## src/verilog/timer_port_regs.vh

```
`ifndef TIMER_PORT_REGS_VH
`define TIMER_PORT_REGS_VH

// ----------------------------------------------------------------
// port offsets within the four-byte window
// ----------------------------------------------------------------
`define OFS_DATA 2'h0
`define OFS_CMD 2'h1
`define OFS_DIN 2'h2
`define OFS_DOUT 2'h3

// ----------------------------------------------------------------
// legal range of the switch-selected base address
// ----------------------------------------------------------------
`define BASE_MIN 10'h100
`define BASE_MAX 10'h3FC

// ----------------------------------------------------------------
// command opcodes (top three bits of the command byte)
// ----------------------------------------------------------------
`define OP_POINTER 3'h0
`define OP_ARM 3'h1
`define OP_LOAD 3'h2
`define OP_LOAD_ARM 3'h3
`define OP_DISARM_SAVE 3'h4
`define OP_SAVE 3'h5
`define OP_DISARM 3'h6
`define OP_SINGLE 3'h7

// sub-function in bits 4:3 of a single-bit command
`define SUB_CLEAR 2'h0
`define SUB_SET 2'h1
`define SUB_STEP 2'h2

// ----------------------------------------------------------------
// master control command codes
// ----------------------------------------------------------------
`define CMD_SEQ_ON 8'hE0
`define CMD_FOUT_ON 8'hE6
`define CMD_BUS_8 8'hE7
`define CMD_SEQ_OFF 8'hE8
`define CMD_FOUT_OFF 8'hEE
`define CMD_BUS_16 8'hEF
`define CMD_MASTER_RESET 8'hFF

// ----------------------------------------------------------------
// master mode register fields and reset value
// ----------------------------------------------------------------
`define MM_SEQ_INHIBIT 14
`define MM_BUS_WIDTH 13
`define MM_FOUT_OFF 12
`define MM_RESET 16'h0000

// ----------------------------------------------------------------
// pointer fields
// ----------------------------------------------------------------
`define GRP_FIRST 3'h1
`define GRP_LAST 3'h5
`define GRP_CONTROL 3'h7
`define EL_MODE 2'h0
`define EL_LOAD 2'h1
`define EL_HOLD 2'h2
`define EL_HOLD_INC 2'h3
`define EL_ALARM1 2'h0
`define EL_ALARM2 2'h1
`define EL_MASTER 2'h2
`define EL_STATUS 2'h3

// ----------------------------------------------------------------
// word store layout: five counter modes, then two alarms
// ----------------------------------------------------------------
`define MEM_ALARM1 3'h5
`define MEM_ALARM2 3'h6
`define MEM_DEPTH 7

`endif

```

## src/verilog/count_cell.v

```verilog
module count_cell #(
  parameter WIDTH = 16
) (
  input wire clk,
  input wire rst,
  input wire load_cmd,
  input wire arm_cmd,
  input wire disarm_cmd,
  input wire save_cmd,
  input wire step_cmd,
  input wire tick,
  input wire wr_load_lo,
  input wire wr_load_hi,
  input wire wr_hold_lo,
  input wire wr_hold_hi,
  input wire [7:0] wdata,
  output reg [WIDTH-1:0] load_val,
  output reg [WIDTH-1:0] hold_val,
  output reg armed
);

  reg [WIDTH-1:0] count;
  wire advance = step_cmd | (armed & tick);

  always @(posedge clk) begin
    if (rst) begin
      load_val <= {WIDTH{1'b0}};
      hold_val <= {WIDTH{1'b0}};
      count <= {WIDTH{1'b0}};
      armed <= 1'b0;
    end else begin
      if (wr_load_lo) begin
        load_val[7:0] <= wdata;
      end
      if (wr_load_hi) begin
        load_val[15:8] <= wdata;
      end
      // a save snapshots the count seen before this edge's change
      if (save_cmd) begin
        hold_val <= count;
      end else begin
        if (wr_hold_lo) begin
          hold_val[7:0] <= wdata;
        end
        if (wr_hold_hi) begin
          hold_val[15:8] <= wdata;
        end
      end
      if (load_cmd) begin
        count <= load_val;
      end else if (advance) begin
        // terminal count reloads from load_val, so the cell sticks at zero only when load_val is zero
        if (count == {WIDTH{1'b0}}) begin
          count <= load_val;
        end else begin
          count <= count - {{(WIDTH-1){1'b0}}, 1'b1};
        end
      end
      if (disarm_cmd) begin
        armed <= 1'b0;
      end else if (arm_cmd) begin
        armed <= 1'b1;
      end
    end
  end

endmodule

```

## src/verilog/timer_cmd_port.v

```verilog
// Function
// - four ports: data, command/status, input, output
// - base 100..3FC, four-byte aligned
// - 000 command loads element and group
// - 001 arms selected counters
// - 010 loads selected counters from reload
// - 011 loads and arms selected counters
// - 100 disarms and saves into hold
// - 101 saves only; 110 disarms only
// - low five bits select counters one-five
// - 11100N clears counter N output bit
// - 11101N sets counter N output bit
// - master codes set/clear three mode bits
// - group 1..5 counters, 7 control, others illegal
// - control elements: alarm1, alarm2, master, status
// - pointer load sets byte toggle to one
// - 8-bit mode inverts toggle per byte
// - toggle readable in status, pointer not
// - 16-bit registers move low byte first
// - element or group auto-advances unless sequencing inhibited
`include "timer_port_regs.vh"

module timer_cmd_port #(
  parameter NCNT = 5
) (
  input wire CLK_SYS_IN,
  input wire SRST_IN,
  input wire [9:0] ADDR_IN,
  input wire IOR_N_IN,
  input wire IOW_N_IN,
  input wire [7:0] DATA_IN,
  input wire [7:0] BASE_SW_IN,
  input wire [7:0] INPUT_PORT_BITS_IN,
  input wire [4:0] SOURCE_IN,
  output reg [7:0] DATA_OUT,
  output reg DATA_OE_N_OUT,
  output reg [7:0] OUTPUT_PORT_BITS_OUT,
  output reg [4:0] COUNTER_OUT_OUT,
  output reg [4:0] ARMED_OUT,
  output reg FOUT_GATE_OFF_OUT
);

  // ----------------------------------------------------------------
  // pin synchronisers
  // ----------------------------------------------------------------
  reg ior_s1, ior_s2, ior_prev;
  reg iow_s1, iow_s2, iow_prev;
  reg [9:0] addr_s1, addr_s2;
  reg [7:0] din_s1, din_s2;
  reg [7:0] sw_s1, sw_s2;
  reg [7:0] ip_s1, ip_s2;
  reg [4:0] src_s1, src_s2, src_prev;

  always @(posedge CLK_SYS_IN) begin
    ior_s1 <= IOR_N_IN;
    ior_s2 <= ior_s1;
    iow_s1 <= IOW_N_IN;
    iow_s2 <= iow_s1;
    addr_s1 <= ADDR_IN;
    addr_s2 <= addr_s1;
    din_s1 <= DATA_IN;
    din_s2 <= din_s1;
    sw_s1 <= BASE_SW_IN;
    sw_s2 <= sw_s1;
    ip_s1 <= INPUT_PORT_BITS_IN;
    ip_s2 <= ip_s1;
    src_s1 <= SOURCE_IN;
    src_s2 <= src_s1;
  end

  always @(posedge CLK_SYS_IN) begin
    if (SRST_IN) begin
      ior_prev <= 1'b1;
      iow_prev <= 1'b1;
      src_prev <= 5'h00;
    end else begin
      ior_prev <= ior_s2;
      iow_prev <= iow_s2;
      src_prev <= src_s2;
    end
  end

  // ----------------------------------------------------------------
  // address decode
  // ----------------------------------------------------------------
  // switches carry base bits 9:2, so alignment is built in
  wire [9:0] base = {sw_s2, 2'b00};
  wire base_ok = (base >= `BASE_MIN) && (base <= `BASE_MAX);
  wire hit = base_ok && (addr_s2[9:2] == sw_s2);
  wire [1:0] ofs = addr_s2[1:0];
  wire wr_take = hit & iow_prev & ~iow_s2;
  wire rd_start = hit & ior_prev & ~ior_s2;
  wire [4:0] ticks = src_s2 & ~src_prev;

  // ----------------------------------------------------------------
  // pointer, master mode and counter state
  // ----------------------------------------------------------------
  reg [1:0] element;
  reg [2:0] group;
  reg byte_toggle;
  reg [15:0] master_mode;
  reg rd_active;
  reg rd_data_port;

  wire seq_inhibit = master_mode[`MM_SEQ_INHIBIT];
  wire bus_width = master_mode[`MM_BUS_WIDTH];

  wire [7:0] cmd = din_s2;
  wire [2:0] opcode = cmd[7:5];
  wire [4:0] sel = cmd[4:0];
  wire [2:0] num = cmd[2:0];
  wire cmd_take = wr_take & (ofs == `OFS_CMD);
  wire master_reset = cmd_take & (cmd == `CMD_MASTER_RESET);
  wire num_ok = (num >= `GRP_FIRST) && (num <= `GRP_LAST);
  wire [4:0] num_hot = num_ok ? (5'h01 << (num - 3'h1)) : 5'h00;
  wire single = cmd_take & (opcode == `OP_SINGLE) & ~master_reset;

  // per-counter command pulses, one select bit per counter; step decodes the counter number instead
  wire [4:0] sel_now = cmd_take ? sel : 5'h00;
  wire [4:0] c_arm = ((opcode == `OP_ARM) |
                      (opcode == `OP_LOAD_ARM)) ? sel_now : 5'h00;
  wire [4:0] c_load = ((opcode == `OP_LOAD) |
                       (opcode == `OP_LOAD_ARM)) ? sel_now : 5'h00;
  wire [4:0] c_disarm = ((opcode == `OP_DISARM_SAVE) |
                         (opcode == `OP_DISARM)) ? sel_now : 5'h00;
  wire [4:0] c_save = ((opcode == `OP_DISARM_SAVE) |
                       (opcode == `OP_SAVE)) ? sel_now : 5'h00;
  wire [4:0] c_step = (single && cmd[4:3] == `SUB_STEP) ?
                      num_hot : 5'h00;

  // ----------------------------------------------------------------
  // data port targets
  // ----------------------------------------------------------------
  wire is_ctr = (group >= `GRP_FIRST) && (group <= `GRP_LAST);
  wire is_ctl = (group == `GRP_CONTROL);
  wire [2:0] cidx = group - 3'h1;
  wire [4:0] grp_hot = is_ctr ? (5'h01 << cidx) : 5'h00;
  wire data_wr = wr_take & (ofs == `OFS_DATA);
  wire lo_lane = data_wr & byte_toggle;
  wire hi_lane = data_wr & ~byte_toggle;
  wire on_load = is_ctr & (element == `EL_LOAD);
  wire on_hold = is_ctr & element[1];
  wire mem_sel = (is_ctr & (element == `EL_MODE)) |
                 (is_ctl & ~element[1]);
  wire [2:0] mem_addr = is_ctl ? (element[0] ? `MEM_ALARM2 : `MEM_ALARM1)
                               : cidx;
  wire [15:0] mem_rdata;

  word_store #(
    .DW(16),
    .AW(3),
    .DEPTH(`MEM_DEPTH)
  ) u_store (
    .clk(CLK_SYS_IN),
    .we_lo(lo_lane & mem_sel),
    .we_hi(hi_lane & mem_sel),
    .waddr(mem_addr),
    .wdata(din_s2),
    .raddr(mem_addr),
    .rdata(mem_rdata)
  );

  wire [16*NCNT-1:0] load_bus;
  wire [16*NCNT-1:0] hold_bus;
  wire [NCNT-1:0] armed_bus;
  wire cell_rst = SRST_IN | master_reset;

  genvar gi;
  generate
    for (gi = 0; gi < NCNT; gi = gi + 1) begin : g_cell
      count_cell #(
        .WIDTH(16)
      ) u_cell (
        .clk(CLK_SYS_IN),
        .rst(cell_rst),
        .load_cmd(c_load[gi]),
        .arm_cmd(c_arm[gi]),
        .disarm_cmd(c_disarm[gi]),
        .save_cmd(c_save[gi]),
        .step_cmd(c_step[gi]),
        .tick(ticks[gi]),
        .wr_load_lo(lo_lane & on_load & grp_hot[gi]),
        .wr_load_hi(hi_lane & on_load & grp_hot[gi]),
        .wr_hold_lo(lo_lane & on_hold & grp_hot[gi]),
        .wr_hold_hi(hi_lane & on_hold & grp_hot[gi]),
        .wdata(din_s2),
        .load_val(load_bus[16*gi +: 16]),
        .hold_val(hold_bus[16*gi +: 16]),
        .armed(armed_bus[gi])
      );
    end
  endgenerate

  // ----------------------------------------------------------------
  // read path
  // ----------------------------------------------------------------
  // pointer fields stay hidden; only the toggle shows
  wire [7:0] status = {2'b00, COUNTER_OUT_OUT, byte_toggle};
  reg [15:0] word;
  always @* begin
    word = 16'h0000;
    if (is_ctl) begin
      case (element)
        `EL_MASTER: word = master_mode;
        `EL_STATUS: word = {8'h00, status};
        default: word = mem_rdata;
      endcase
    end else if (is_ctr) begin
      case (element)
        `EL_MODE: word = mem_rdata;
        `EL_LOAD: word = load_bus[16*cidx +: 16];
        default: word = hold_bus[16*cidx +: 16];
      endcase
    end
  end

  reg [7:0] rd_byte;
  always @* begin
    case (ofs)
      `OFS_DATA: rd_byte = byte_toggle ? word[7:0] : word[15:8];
      `OFS_CMD: rd_byte = status;
      `OFS_DIN: rd_byte = ip_s2;
      default: rd_byte = 8'h00;
    endcase
  end

  // ----------------------------------------------------------------
  // pointer sequencing
  // ----------------------------------------------------------------
  wire rd_end = rd_active & ior_s2;
  wire xfer = data_wr | (rd_end & rd_data_port);
  // 16-bit mode holds the toggle and moves one byte per access, so every access completes
  wire word_done = bus_width | ~byte_toggle;
  wire [2:0] grp_next = (group == `GRP_LAST) ? `GRP_FIRST
                                             : group + 3'h1;

  always @(posedge CLK_SYS_IN) begin
    if (SRST_IN || master_reset) begin
      element <= 2'h0;
      group <= 3'h0;
      byte_toggle <= 1'b1;
      master_mode <= `MM_RESET;
    end else if (cmd_take && opcode == `OP_POINTER) begin
      element <= cmd[4:3];
      group <= cmd[2:0];
      byte_toggle <= 1'b1;
    end else if (single) begin
      case (cmd)
        `CMD_SEQ_ON: master_mode[`MM_SEQ_INHIBIT] <= 1'b0;
        `CMD_SEQ_OFF: master_mode[`MM_SEQ_INHIBIT] <= 1'b1;
        `CMD_FOUT_ON: master_mode[`MM_FOUT_OFF] <= 1'b0;
        `CMD_FOUT_OFF: master_mode[`MM_FOUT_OFF] <= 1'b1;
        `CMD_BUS_8: master_mode[`MM_BUS_WIDTH] <= 1'b0;
        `CMD_BUS_16: master_mode[`MM_BUS_WIDTH] <= 1'b1;
        default: master_mode <= master_mode;
      endcase
    end else if (xfer && (is_ctr || is_ctl)) begin
      if (data_wr && is_ctl && element == `EL_MASTER) begin
        if (byte_toggle) begin
          master_mode[7:0] <= din_s2;
        end else begin
          master_mode[15:8] <= din_s2;
        end
      end
      if (!bus_width) begin
        byte_toggle <= ~byte_toggle;
      end
      if (word_done && !seq_inhibit) begin
        // hold-inc walks the hold registers across counters
        if (is_ctl) begin
          element <= (element == `EL_MASTER) ? `EL_ALARM1
                                             : element + 2'h1;
        end else if (element == `EL_HOLD_INC) begin
          group <= grp_next;
        end else if (element == `EL_HOLD) begin
          element <= `EL_MODE;
          group <= grp_next;
        end else begin
          element <= element + 2'h1;
        end
      end
    end
  end

  // ----------------------------------------------------------------
  // host-facing outputs
  // ----------------------------------------------------------------
  always @(posedge CLK_SYS_IN) begin
    if (SRST_IN) begin
      rd_active <= 1'b0;
      rd_data_port <= 1'b0;
      DATA_OUT <= 8'h00;
      DATA_OE_N_OUT <= 1'b1;
      OUTPUT_PORT_BITS_OUT <= 8'h00;
      COUNTER_OUT_OUT <= 5'h00;
      ARMED_OUT <= 5'h00;
      FOUT_GATE_OFF_OUT <= 1'b0;
    end else begin
      ARMED_OUT <= armed_bus;
      FOUT_GATE_OFF_OUT <= master_mode[`MM_FOUT_OFF];
      if (rd_start && ofs != `OFS_DOUT) begin
        rd_active <= 1'b1;
        rd_data_port <= (ofs == `OFS_DATA);
        DATA_OUT <= rd_byte;
        DATA_OE_N_OUT <= 1'b0;
      end else if (rd_end) begin
        rd_active <= 1'b0;
        rd_data_port <= 1'b0;
        DATA_OE_N_OUT <= 1'b1;
      end
      if (wr_take && ofs == `OFS_DOUT) begin
        OUTPUT_PORT_BITS_OUT <= din_s2;
      end
      if (master_reset) begin
        COUNTER_OUT_OUT <= 5'h00;
      end else if (single && cmd[4:3] == `SUB_CLEAR) begin
        COUNTER_OUT_OUT <= COUNTER_OUT_OUT & ~num_hot;
      end else if (single && cmd[4:3] == `SUB_SET) begin
        COUNTER_OUT_OUT <= COUNTER_OUT_OUT | num_hot;
      end
    end
  end

endmodule

```

## src/verilog/word_store.v

```verilog
module word_store #(
  parameter DW = 16,
  parameter AW = 3,
  parameter DEPTH = 7
) (
  input wire clk,
  input wire we_lo,
  input wire we_hi,
  input wire [AW-1:0] waddr,
  input wire [7:0] wdata,
  input wire [AW-1:0] raddr,
  output reg [DW-1:0] rdata
);

  reg [DW-1:0] mem [0:DEPTH-1];

  always @(posedge clk) begin
    if (we_lo) begin
      mem[waddr][7:0] <= wdata;
    end
    if (we_hi) begin
      mem[waddr][15:8] <= wdata;
    end
    rdata <= mem[raddr];
  end

endmodule
```

## config.mk

```make
export PLATFORM = sky130hd
export DESIGN_NAME = timer_cmd_port
export DESIGN_NICKNAME = d
export VERILOG_FILES = /design/src/verilog/count_cell.v /design/src/verilog/timer_cmd_port.v /design/src/verilog/word_store.v
export VERILOG_INCLUDE_DIRS = /design/src /design/src/verilog
export SDC_FILE = /design/constraint.sdc
export NUM_CORES = 1
export LEC_CHECK = 0
export BUFFER_PORTS_ARGS = -buffer_cell sky130_fd_sc_hd__buf_2
export CELL_PAD_IN_SITES_DETAIL_PLACEMENT = 0
export CELL_PAD_IN_SITES_GLOBAL_PLACEMENT = 2
export CORE_AREA = 5 5 249 251
export CTS_CLUSTER_SIZE = 8
export DETAILED_ROUTE_END_ITERATION = 8
export DIE_AREA = 0 0 254 256
export PLACE_DENSITY_LB_ADDON = 0.1
export SYNTH_ARGS = -nofsm -noshare
export SYNTH_HDL_FRONTEND = slang
export SYNTH_SLANG_ARGS = --single-unit
```

## constraint.sdc

```tcl
create_clock -name CLK_SYS_IN -period 4.9 [get_ports CLK_SYS_IN]
set_input_delay 0.98 -clock CLK_SYS_IN [delete_from_list [all_inputs] [get_ports CLK_SYS_IN]]
set_output_delay 0.98 -clock CLK_SYS_IN [all_outputs]
set_load 0.02 [all_outputs]
```

==> reports/summary.txt, run 1 <==
Status - finished clean
DRC Markers - 0
Slowest stage delay, CP - 1.21 ns
Hold path depth - 0
Synth Flop Type - dfxtp_1
Worst VDD drop - 0.000346 V
DP HPWL - 57700 microns
Final setup fails - 0
Placed Cells - 3241
CTS tree - built
Boundary Pins - 71
Placement Rows - 90
Worst slew pin tran - 1.25 ns
Max-cap violations - 0
Switching Share - 22.6%
# port buffers - 70
GRT Total Usage - 25.5%
Flops & latches, synth - 514
Vias/cell - 6.00
Critical hold path startpoint - addr_s1[0]
GRT overflow - 0
CTS sink cnt - 514
Setup total negative slack - 0 ns
Synth Area in XOR/XNOR - 0.260%
Final period utilization - 78.2%
Chip Height - 256 microns
Final core utilization - 44.9%
Setup bufs post-CTS - 0
Area fraction in compound gates after synthesis - 15.7%
Reg-to-Reg Start - addr_s2[7]
CTS max path bufs - 3
Worst-Skew Late Latency - 0.63 ns
Worst EP required - 5.35 ns
CTS Buf Count - 74
CP bufs+invs - 1
GPL Wtd Cong - 0.872
Core area - 59700 sq um
Clk pwr share - 50.4%
Worst R2R Setup Slack - 1.07 ns
Routed wire length per instance - 25.6 microns
Mux cell area share after synthesis - 10.9%
Cell variety after synth - 80
Rel. slew slack - 16.2%
Post-synth ARST share - 0%
Synth Area in Simple Gates - 19.8%
Pin count of the biggest net entering global routing - 77
Hold Fails Final Rpt - 0
Synth Area in Adders - 0.955%
CTS root buffer - clkbuf_16
Clock slew at reported path FFs - 0.05 ns
Synthesized area per cell - 9.33 sq um
Total number of vias - 20.0k
Family with the most delay on the worst path - simple AND/OR/NAND/NOR gates
Syn Nets - 2588
Syn Inst Count - 2527
DIE AREA - 65000 sq um
Antenna violations before repair - 3
Post-synth top area share - 34.1%
PostCTS Resize Cnt - 0
Die width - 254 microns
Largest family of logic cells by synthesized area - simple AND/OR/NAND/NOR gates
Antenna Violating Nets Remaining - 0
Minimum hold slack - 0.317 ns
Max Slew Vio Count - 0
Register area share after synthesis - 48.4%
Critical-path cell with the highest stage delay - nor4_4
Post-synth EDFFs - 112
CP arrival - 4.28 ns
Reg2Reg Depth - 6
First-pass GRT wire length - 128000 microns
HP Class - reg2reg
Hold Path Sink - addr_s2[0]
Diodes inserted - 0
Largest cells by area after synthesis - dfxtp_1, edfxtp_1, mux2i_1
Number of global-route vias before repair - 19.7k
Max Clock Skew - 0.0242 ns
Syn Std Cell Area - 23600 sq um
Power per standard cell area - 349 nW/um^2
Most common cell in the synthesized netlist - dfxtp_1
CP cell instances - xnor2_1, nand4_1, nor4_4, a21o_4, buf_12, o32ai_1
Number of cells in the finished layout apart from fillers - 3343
Leakage - 10.4 nW
Internal power - 7.23 mW
Final nets - 2596
Starting Density - 39.5%
# fillers - 5805
Crit path max fanout - 76
Startpoint Class - register
Hold Buf Count CTS - 0
Worst R2R End - g_cell[4].u_cell.count[13]
Leading area contributor after synthesis - dfxtp_1
Tmin final - 3.83 ns
YS warnings - 0
Total Wirelength - 85700 microns
Worst setup path class - reg2reg
Post-synth top cells - dfxtp_1, nand2_1, nor2_1
Max frequency - 0.261 GHz
CTS H-tree lvls - 3
Net Switching - 2.11 mW
RSZ-0062 raised after global routing - no
Detailed Route Iter0 Violations - 1706
Register share of total power - 47.2%
CP endpoint kind - register
Share of layout cells above drive strength 1 - 10.9%
Area Overhead vs Synth - 13.6%
DRT Pass-1 Iters - 8
Logic pwr share - 2.4%
[power by group through the flow]
stage                     clock (mW)  combinational, mW  sequential [mW]
after floorplan                    0              0.123             4.47
after global placement             0              0.222             4.50
after detailed placement           0              0.223             4.50
after CTS                       4.81              0.223             4.41
after global routing            4.97              0.235             4.41
final                           4.70              0.224             4.41
[registers in the layout (all words and copies together) (netlist names), 10 cells and up, named ones only]
register	cells
addr_s1	10
addr_s2	10
g_cell.u_cell.count	80
g_cell.u_cell.hold_val	80
g_cell.u_cell.load_val	80
master_mode	16
u_store.mem	112
u_store.rdata	16
[how the worst max path moves through the flow]
stage	startpoint	end	slack [ns]	depth (start not counted)
2_1_floorplan	group[0]	u_store.mem[6][0]	1.46	11
3_3_place_gp	addr_s2[7]	g_cell[4].u_cell.count[15]	1.16	6
3_5_place_dp	addr_s2[7]	g_cell[4].u_cell.count[13]	1.10	6
4_1_cts	addr_s2[7]	g_cell[4].u_cell.count[13]	1.10	6
5_1_grt	addr_s2[7]	g_cell[4].u_cell.count[15]	0.99	6
6_report	addr_s2[7]	g_cell[4].u_cell.count[13]	1.07	6
[layer usage]
metal | wire length, microns | GRT usage (%) | up-vias
li1 | - | - | 9350
met1 | 38400 | 35.5 | 9926
met2 | 39700 | 40.5 | 632
met3 | 5070 | 4.77 | 132
met4 | 2470 | 8.03 | 2
met5 | 13 | 0 | -
[logic make-up (layout without fill, tap and decap cells)]
group,count (synthesis),after routing
fa+ha+maj,18,18
simple gates,956,956
compound gates,551,551
xor+xnor,7,7
buf+inv,236,270
flops,514,514
mux,245,245
[layout by cell type, fill, tap and decap left out, drive strengths merged, types with 13 or more instances in the layout]
cell	netlist	routed
nand2	277	277
mux2i	231	231
nand4	32	32
nand3	67	67
a21oi	148	148
nor2	254	254
and3	19	19
a222oi	17	17
a211oi	77	77
or2	18	18
o31ai	27	27
o32ai	13	13
clkbuf	153	96
nor3	100	100
a31oi	29	29
nand2b	15	15
nor2b	27	27
or3	28	28
o22ai	42	42
inv	32	34
o21ai	54	54
ha	18	18
edfxtp	112	112
or4	16	16
o211ai	49	49
dfxtp	402	402
nor4	48	48
buf	49	134
[through the flow]
stage / worst slack, ns / power [mW] / instance area, sq um
floorplan: 1.46 / 4.59 / 23600
global placement: 1.16 / 4.72 / 24700
detailed placement: 1.10 / 4.72 / 24700
CTS: 1.10 / 9.44 / 26800
global route: 0.993 / 9.62 / 26800
finish: 1.07 / 9.34 / 26800
[area by class of cell]
type	count	area [sq um]	area share, %
flip-flops and latches	514	11400	42.7
multi-input cells	1777	11300	42.1
clock buffers	96	1980	7.38
well taps	782	978	3.65
repair buffers	134	868	3.24
inverters	34	128	0.477
clock inverters	6	121	0.453
No activity file was read; power rests on OpenSTA's default activity.
==> run 2, diff against run 1 <==
CORE_AREA = 5 5 262 264   (was 5 5 249 251)
DIE_AREA = 0 0 267 269   (was 0 0 254 256)
clock period = 3.12 ns   (was 4.9 ns; I/O delays follow)
==> run 2 against run 1 <==
  * Worst hold slack worse by 0.21 ns
  * Largest power group unchanged
  * Count of clock-buffer cells in the layout decreased by 1
  * Routed wire length grew 3.3%
  * Die area rose by 10%
  * Final cell count is 5.3% higher
  * Critical path type unchanged
==> reports/summary.txt, run 2 (synthesis results as in run 1) <==
Reg-to-Reg Start - group[0]
Pwr Total - 14.8 mW (+58%)
Leakage - 10.8 nW (+4.4%)
Boundary Pins - 71 (unchanged)
CP endpoint kind - register
Setup bufs post-CTS - 0 (unchanged)
Worst slew pin tran - 1.25 ns (+0.00113 ns)
Placement Rows - 95 (+5.6%)
Antenna violations before repair - 3 (unchanged)
Core area - 66300 sq um (+11%)
DRT Pass-1 Iters - 6 (-2)
Worst EP required - 3.60 ns (-1.75 ns)
Critical hold path startpoint - SOURCE_IN[2]
# fillers - 6587 (+13%)
DIE AREA - 71800 sq um (+10%)
PostCTS Resize Cnt - 0 (unchanged)
Vias/cell - 5.74 (-4.3%)
CTS max path bufs - 3 (unchanged)
Total Wirelength - 88500 microns (+3.3%)
Worst VDD drop - 0.000485 V (+40%)
Max Slew Vio Count - 0 (unchanged)
Final setup fails - 0 (unchanged)
Dpl cell area - 25600 sq um (+3.6%)
CTS sink cnt - 514 (unchanged)
CTS Buf Count - 75 (+1.4%)
Area of the multi-input gates - 11300 sq um (+0.44%)
Max-cap violations - 0 (unchanged)
CTS tree - built
Hold Buf Count CTS - 0 (unchanged)
Starting Density - 35.6% (-4.0 points)
Worst-Skew Late Latency - 0.62 ns (about the same)
Register area - 11400 sq um (unchanged)
Setup total negative slack - 0 ns (unchanged)
# port buffers - 70 (unchanged)
GRT overflow - 0 (unchanged)
Max Clock Skew - 0.0157 ns (-0.00852 ns)
Tmin final - 3.07 ns (-0.766 ns)
Startpoint Class - register
Clock slew at reported path FFs - 0.06 ns (about the same)
Routed wire length per instance - 25.1 microns (-1.9%)
GRT met2 Usage - 38.2% (-2.3 points)
GRT busiest layer - met2
Max reg flops - 112 (unchanged)
CP arrival - 3.54 ns (-0.74 ns)
Chip Height - 269 microns (+5.1%)
CTS root buffer - clkbuf_16
Final setup margin - 0.0527 ns (-1.01 ns)
Routing usage on met3 - 3.81% (-0.96 points)
Met1 usage - 34.3% (-1.2 points)
Worst setup path class - reg2reg
Die width - 267 microns (+5.1%)
GRT Total Usage - 24.0% (-1.6 points)
Most frequent cells in the layout - dfxtp_1, nand2_1, nor2_1
Total number of vias - 20.2k (+0.80%)
Number of global-route vias before repair - 19.7k (unchanged)
Max frequency - 0.326 GHz (+25%)
Worst Setup SP - group[0]
Final nets - 2682 (+3.3%)
Slowest stage delay, CP - 0.73 ns (-0.48 ns)
Crit path max fanout - 14 (-82%)
Cell area after layout - 27700 sq um (+3.4%)
Worst R2R Setup Slack - 0.05 ns (-1.01 ns)
HP Class - in2reg
CTS H-tree lvls - 3 (unchanged)
GPL Wtd Cong - 0.898 (+2.9%)
DRC Markers - 0 (unchanged)
Antenna Violating Nets Remaining - 0 (unchanged)
Pin count of the biggest net entering global routing - 69 (-10%)
Share of layout cells above drive strength 1 - 14.3% (+3.4 points)
Dpl ws - 0.0589 ns (-1.04 ns)
Critical-path cell with the highest stage delay - nor4_1
CP cell instances - clkinv_1, ha_1, ha_1, buf_4, nor2_1, o211ai_1, nor4_1, or4_1, a311oi_1
Status - finished clean
Hold Fails Final Rpt - 0 (unchanged)
Power per standard cell area - 533 nW/um^2 (+53%)
DP HPWL - 61700 microns (+6.9%)
Most used cell, CP - ha_1
Biggest register - u_store.mem
Commonest non-fill, non-tap cell in the layout - dfxtp_1
Rel. slew slack - 16.7% (+0.46 points)
Area Overhead vs Synth - 17.4%
Detailed Route Iter0 Violations - 1697 (-0.53%)
Final period utilization - 98.3% (+20 points)
Final core utilization - 41.7% (-3.1 points)
First-pass GRT wire length - 132000 microns (+2.8%)
-- run 2: metal layers --
layer	vias to the layer above	part of all wire [%]
li1	9524	-
met1	9978	47
met2	583	46
met3	116	5.1
met4	2	2.1
met5	-	0.015
-- run 2: critical path, delay by kind of cell (launching register included) --
family                   cells  cell delay, ns
flip-flops                   1            0.41
buffers and inverters        2            0.35
adder cells (fa/ha/maj)      2            0.56
AO/OA/AOI/OAI                2            0.34
AND/OR/NAND/NOR              3            1.25
-- run 2: through the flow --
stage                     hold WS [ns]  cells
after global placement           0.312   3417
after floorplan                  0.310   2527
after detailed placement         0.312   3417
after global routing            0.0809   3520
final                            0.110   3521
after CTS                       0.0730   3520
-- run 2: area by class of cell --
class	instances	area share (%)
tap	873	3.95
antenna	1	0.00904
clock buffer	95	7.13
sequential	514	41.3
inverter	34	0.461
timing repair buffer	219	5.80
multi-input combinational	1777	40.9
clock inverter	8	0.461
-- run 2: path summary, 6_finish.rpt --
kind                               endpoint  depth (start not counted)
worst max-delay path            DATA_OUT[5]                          9
worst min-delay path              src_s1[2]                          1
worst max register to register  DATA_OUT[5]                          9
worst min register to register       cmd[4]                          0
-- run 2: power breakdown --
group	switching [mW]	internal (mW)
clock network	3.03	4.42
registers	0.0292	6.87
logic	0.312	0.113
total	3.37	11.4
==> run 3, diff against run 2 <==
SLEW_MARGIN = 25   (was not set)
SYNTH_HIERARCHICAL = 1   (was not set)
==> run 3 against run 2 <==
  * Power about the same
  * Final cell count increased by 1.4%
  * First-iteration DRC count fell by 9.1%
  * Non-clock buffer count up 31
  * Via count decreased by 0.15%
  * Critical endpoint is now u_store/mem[0][0]
==> reports/summary.txt, run 3 <==
Share of layout cells above drive strength 1 - 17.1% (+2.7 points)
CP endpoint kind - register
Final setup margin - 0.161 ns (+0.109 ns)
Final period utilization - 94.8% (-3.5 points)
Detailed Route Iter0 Violations - 1543 (-9.1%)
Routed wire length per instance - 25.1 microns (about the same)
CTS tree - built
Max reg flops - 112 (unchanged)
Hold Fails Final Rpt - 0 (unchanged)
Commonest non-fill, non-tap cell in the layout - dfxtp_1
Leading area contributor after synthesis - dfxtp_1
Pin count of the biggest net entering global routing - 50 (-28%)
Total number of vias - 20.2k (-0.15%)
Internal power - 11.4 mW (-0.33%)
Net Switching - 3.41 mW (+1.2%)
Worst EP required - 3.45 ns (-0.15 ns)
Startpoint Class - register
Area Overhead vs Synth - 18.0%
Most common cell in the synthesized netlist - dfxtp_1
Core area - 66300 sq um (unchanged)
Tmin final - 2.96 ns (-0.109 ns)
Post-synth top area share - 33.4% (-0.71 points)
CP arrival - 3.29 ns (-0.25 ns)
Flops & latches, synth - 514 (unchanged)
Max-cap violations - 0 (unchanged)
Clock slew at reported path FFs - 0.05 ns (about the same)
RSZ-0062 raised after global routing - no
Power per standard cell area - 520 nW/um^2 (-2.6%)
Setup bufs post-CTS - 0 (unchanged)
Max Clock Skew - 0.0320 ns (+0.0163 ns)
Dpl cell area - 26300 sq um (+2.9%)
Register share of total power - 46.8% (about the same)
Antenna violations before repair - 0 (-3)
Post-synth top cells - dfxtp_1, nor2_1, mux2i_1
Placement Rows - 95 (unchanged)
DP HPWL - 64800 microns (+5.1%)
DRC Markers - 0 (unchanged)
Post-synth ARST share - 0% (unchanged)
Synthesized area per cell - 9.59 sq um (+2.7%)
DRT Pass-1 Iters - 6 (unchanged)
Number of global-route vias before repair - 19.9k (+1.1%)
Hold Buf Count CTS - 0 (unchanged)
Leakage - 10.3 nW (-4.6%)
HP Class - in2reg
Max frequency - 0.338 GHz (+3.7%)
Rel. slew slack - 40.3% (+24 points)
Reg2Reg Depth - 8 (-1)
Post-synth EDFFs - 112 (unchanged)
# fillers - 6513 (-1.1%)
Chip Height - 269 microns (unchanged)
Die width - 267 microns (unchanged)
Register area share after synthesis - 47.4% (-1.0 points)
YS warnings - 6 (+6)
Worst-Skew Late Latency - 0.63 ns (about the same)
Biggest register - u_store/mem
Dpl ws - -0.0367 ns (-0.0956 ns)
Final setup fails - 0 (unchanged)
Logic pwr share - 2.6% (-0.3 points)
CTS H-tree lvls - 3 (unchanged)
DIE AREA - 71800 sq um (unchanged)
CP cell instances - xnor2_1, o221ai_2, or4_1, nor4b_2, buf_4, nand2b_1, nor3_1, buf_4
CTS sink cnt - 514 (unchanged)
Setup total negative slack - 0 ns (unchanged)
CTS max path bufs - 3 (unchanged)
CTS Buf Count - 74 (-1.3%)
Slowest stage delay, CP - 0.67 ns (-0.06 ns)
Vias/cell - 5.65 (-1.5%)
CTS root buffer - clkbuf_16
Syn Std Cell Area - 24100 sq um (+2.1%)
Worst setup path class - reg2reg
Cell variety after synth - 84 (+5.0%)
Status - finished clean
Most frequent cells in the layout - dfxtp_1, nor2_1, mux2i_1
Critical-path cell with the highest stage delay - or4_1
GRT Total Usage - 24.5% (+0.52 points)
Final nets - 2728 (+1.7%)
Most used cell, CP - buf_4
First-pass GRT wire length - 134000 microns (+1.7%)
Syn Inst Count - 2512 (-0.59%)
Number of cells in the finished layout apart from fillers - 3570 (+1.4%)
GRT overflow - 0 (unchanged)
Total Wirelength - 89800 microns (+1.4%)
Worst slew pin tran - 0.888 ns (-0.360 ns)
Hold path depth - 1 (unchanged)
PostCTS Resize Cnt - 1 (+1)
GPL Wtd Cong - 0.898 (about the same)
Worst VDD drop - 0.000390 V (-20%)
Clk pwr share - 50.6% (+0.2 points)
Boundary Pins - 71 (unchanged)
Crit path max fanout - 8 (-6)
Syn Nets - 2573 (-0.58%)
Largest cells by area after synthesis - dfxtp_1, edfxtp_1, mux2i_1
# port buffers - 70 (unchanged)
Switching Share - 23.1% (+0.28 points)
Starting Density - 36.3% (+0.75 points)
Max Slew Vio Count - 0 (unchanged)
Synth Flop Type - dfxtp_1
Placed Cells - 3464 (+1.4%)
Antenna Violating Nets Remaining - 0 (unchanged)
Cell area after layout - 28400 sq um (+2.7%)
## run 3: cell types whose count changed after synthesis, sizes merged, moves of 19 or more
cell,previous run,this run
nand2,277,162
o21ai,54,103
nor4,48,23
nand2b,15,36
nor2,254,358
nor2b,27,49
o22ai,42,12
inv,32,52
mux2i,231,251
clkbuf,153,104
nor3,100,64
o221ai,2,21
## run 3: power groups by stage
stage / clock network, mW / logic [mW] / registers, mW
5_1_grt: 7.95 / 0.407 / 6.91
2_1_floorplan: 0 / 0.150 / 7.04
6_report: 7.47 / 0.383 / 6.92
4_1_cts: 7.68 / 0.386 / 6.91
3_3_place_gp: 0 / 0.382 / 7.05
3_5_place_dp: 0 / 0.385 / 7.05
## run 3: final cells by class
cell class                      count  area [sq um]  area share (%)
Antenna cell                        1          2.50         0.00880
Clock buffer                       98          1950            6.87
Clock inverter                      7           169           0.594
Inverter                           52           195           0.687
Multi-Input combinational cell   1775         11700            41.1
Sequential cell                   514         11400            40.2
Tap cell                          873          1090            3.84
Timing Repair Buffer              250          1900            6.69
## run 3: worst paths after layout
kind | startpoint | to | slack (ns)
worst max-delay path | sw_s2[1] | u_store/mem[0][0] | 0.16
worst min-delay path | ADDR_IN[3] | addr_s1[3] | 0.1
worst max register to register | sw_s2[1] | u_store/mem[0][0] | 0.16
worst min register to register | addr_s1[2] | addr_s2[2] | 0.32
## run 3: logic make-up after synthesis
family / Yosys count / synth area share (%)
muxes: 269 / 11.4
AOI/OAI and AO/OA: 598 / 17.6
DFF: 514 / 47.4
and+or+nand+nor: 883 / 18.1
buffers and inverters: 223 / 4.27
adders and majority gates: 18 / 0.935
xor gates and xnor gates: 7 / 0.317
## run 3: critical path, delay by kind of cell, from the launching register on
kind,cells,cell delay (ns)
compound gates,1,0.20
xor+xnor,1,0.23
buf+inv,2,0.42
flops,1,0.30
simple gates,4,1.50
## run 3: stage by stage
step	hold WS [ns]	power [mW]	utilization (%)
4_1_cts	0.0604	15.0	42.9
6_report	0.0993	14.8	42.9
2_1_floorplan	0.310	7.19	-
3_3_place_gp	0.312	7.43	39.6
3_5_place_dp	0.313	7.43	39.6
5_1_grt	0.0681	15.3	42.9
## run 3: layer usage
metal | up-vias | GRT usage (%) | share of wire (%)
met2 | 522 | 39.5 | 46
met3 | 132 | 3.00 | 4.1
met4 | 0 | 6.91 | 2.8
li1 | 9482 | - | -
met1 | 10037 | 34.8 | 47
met5 | - | 0 | 0
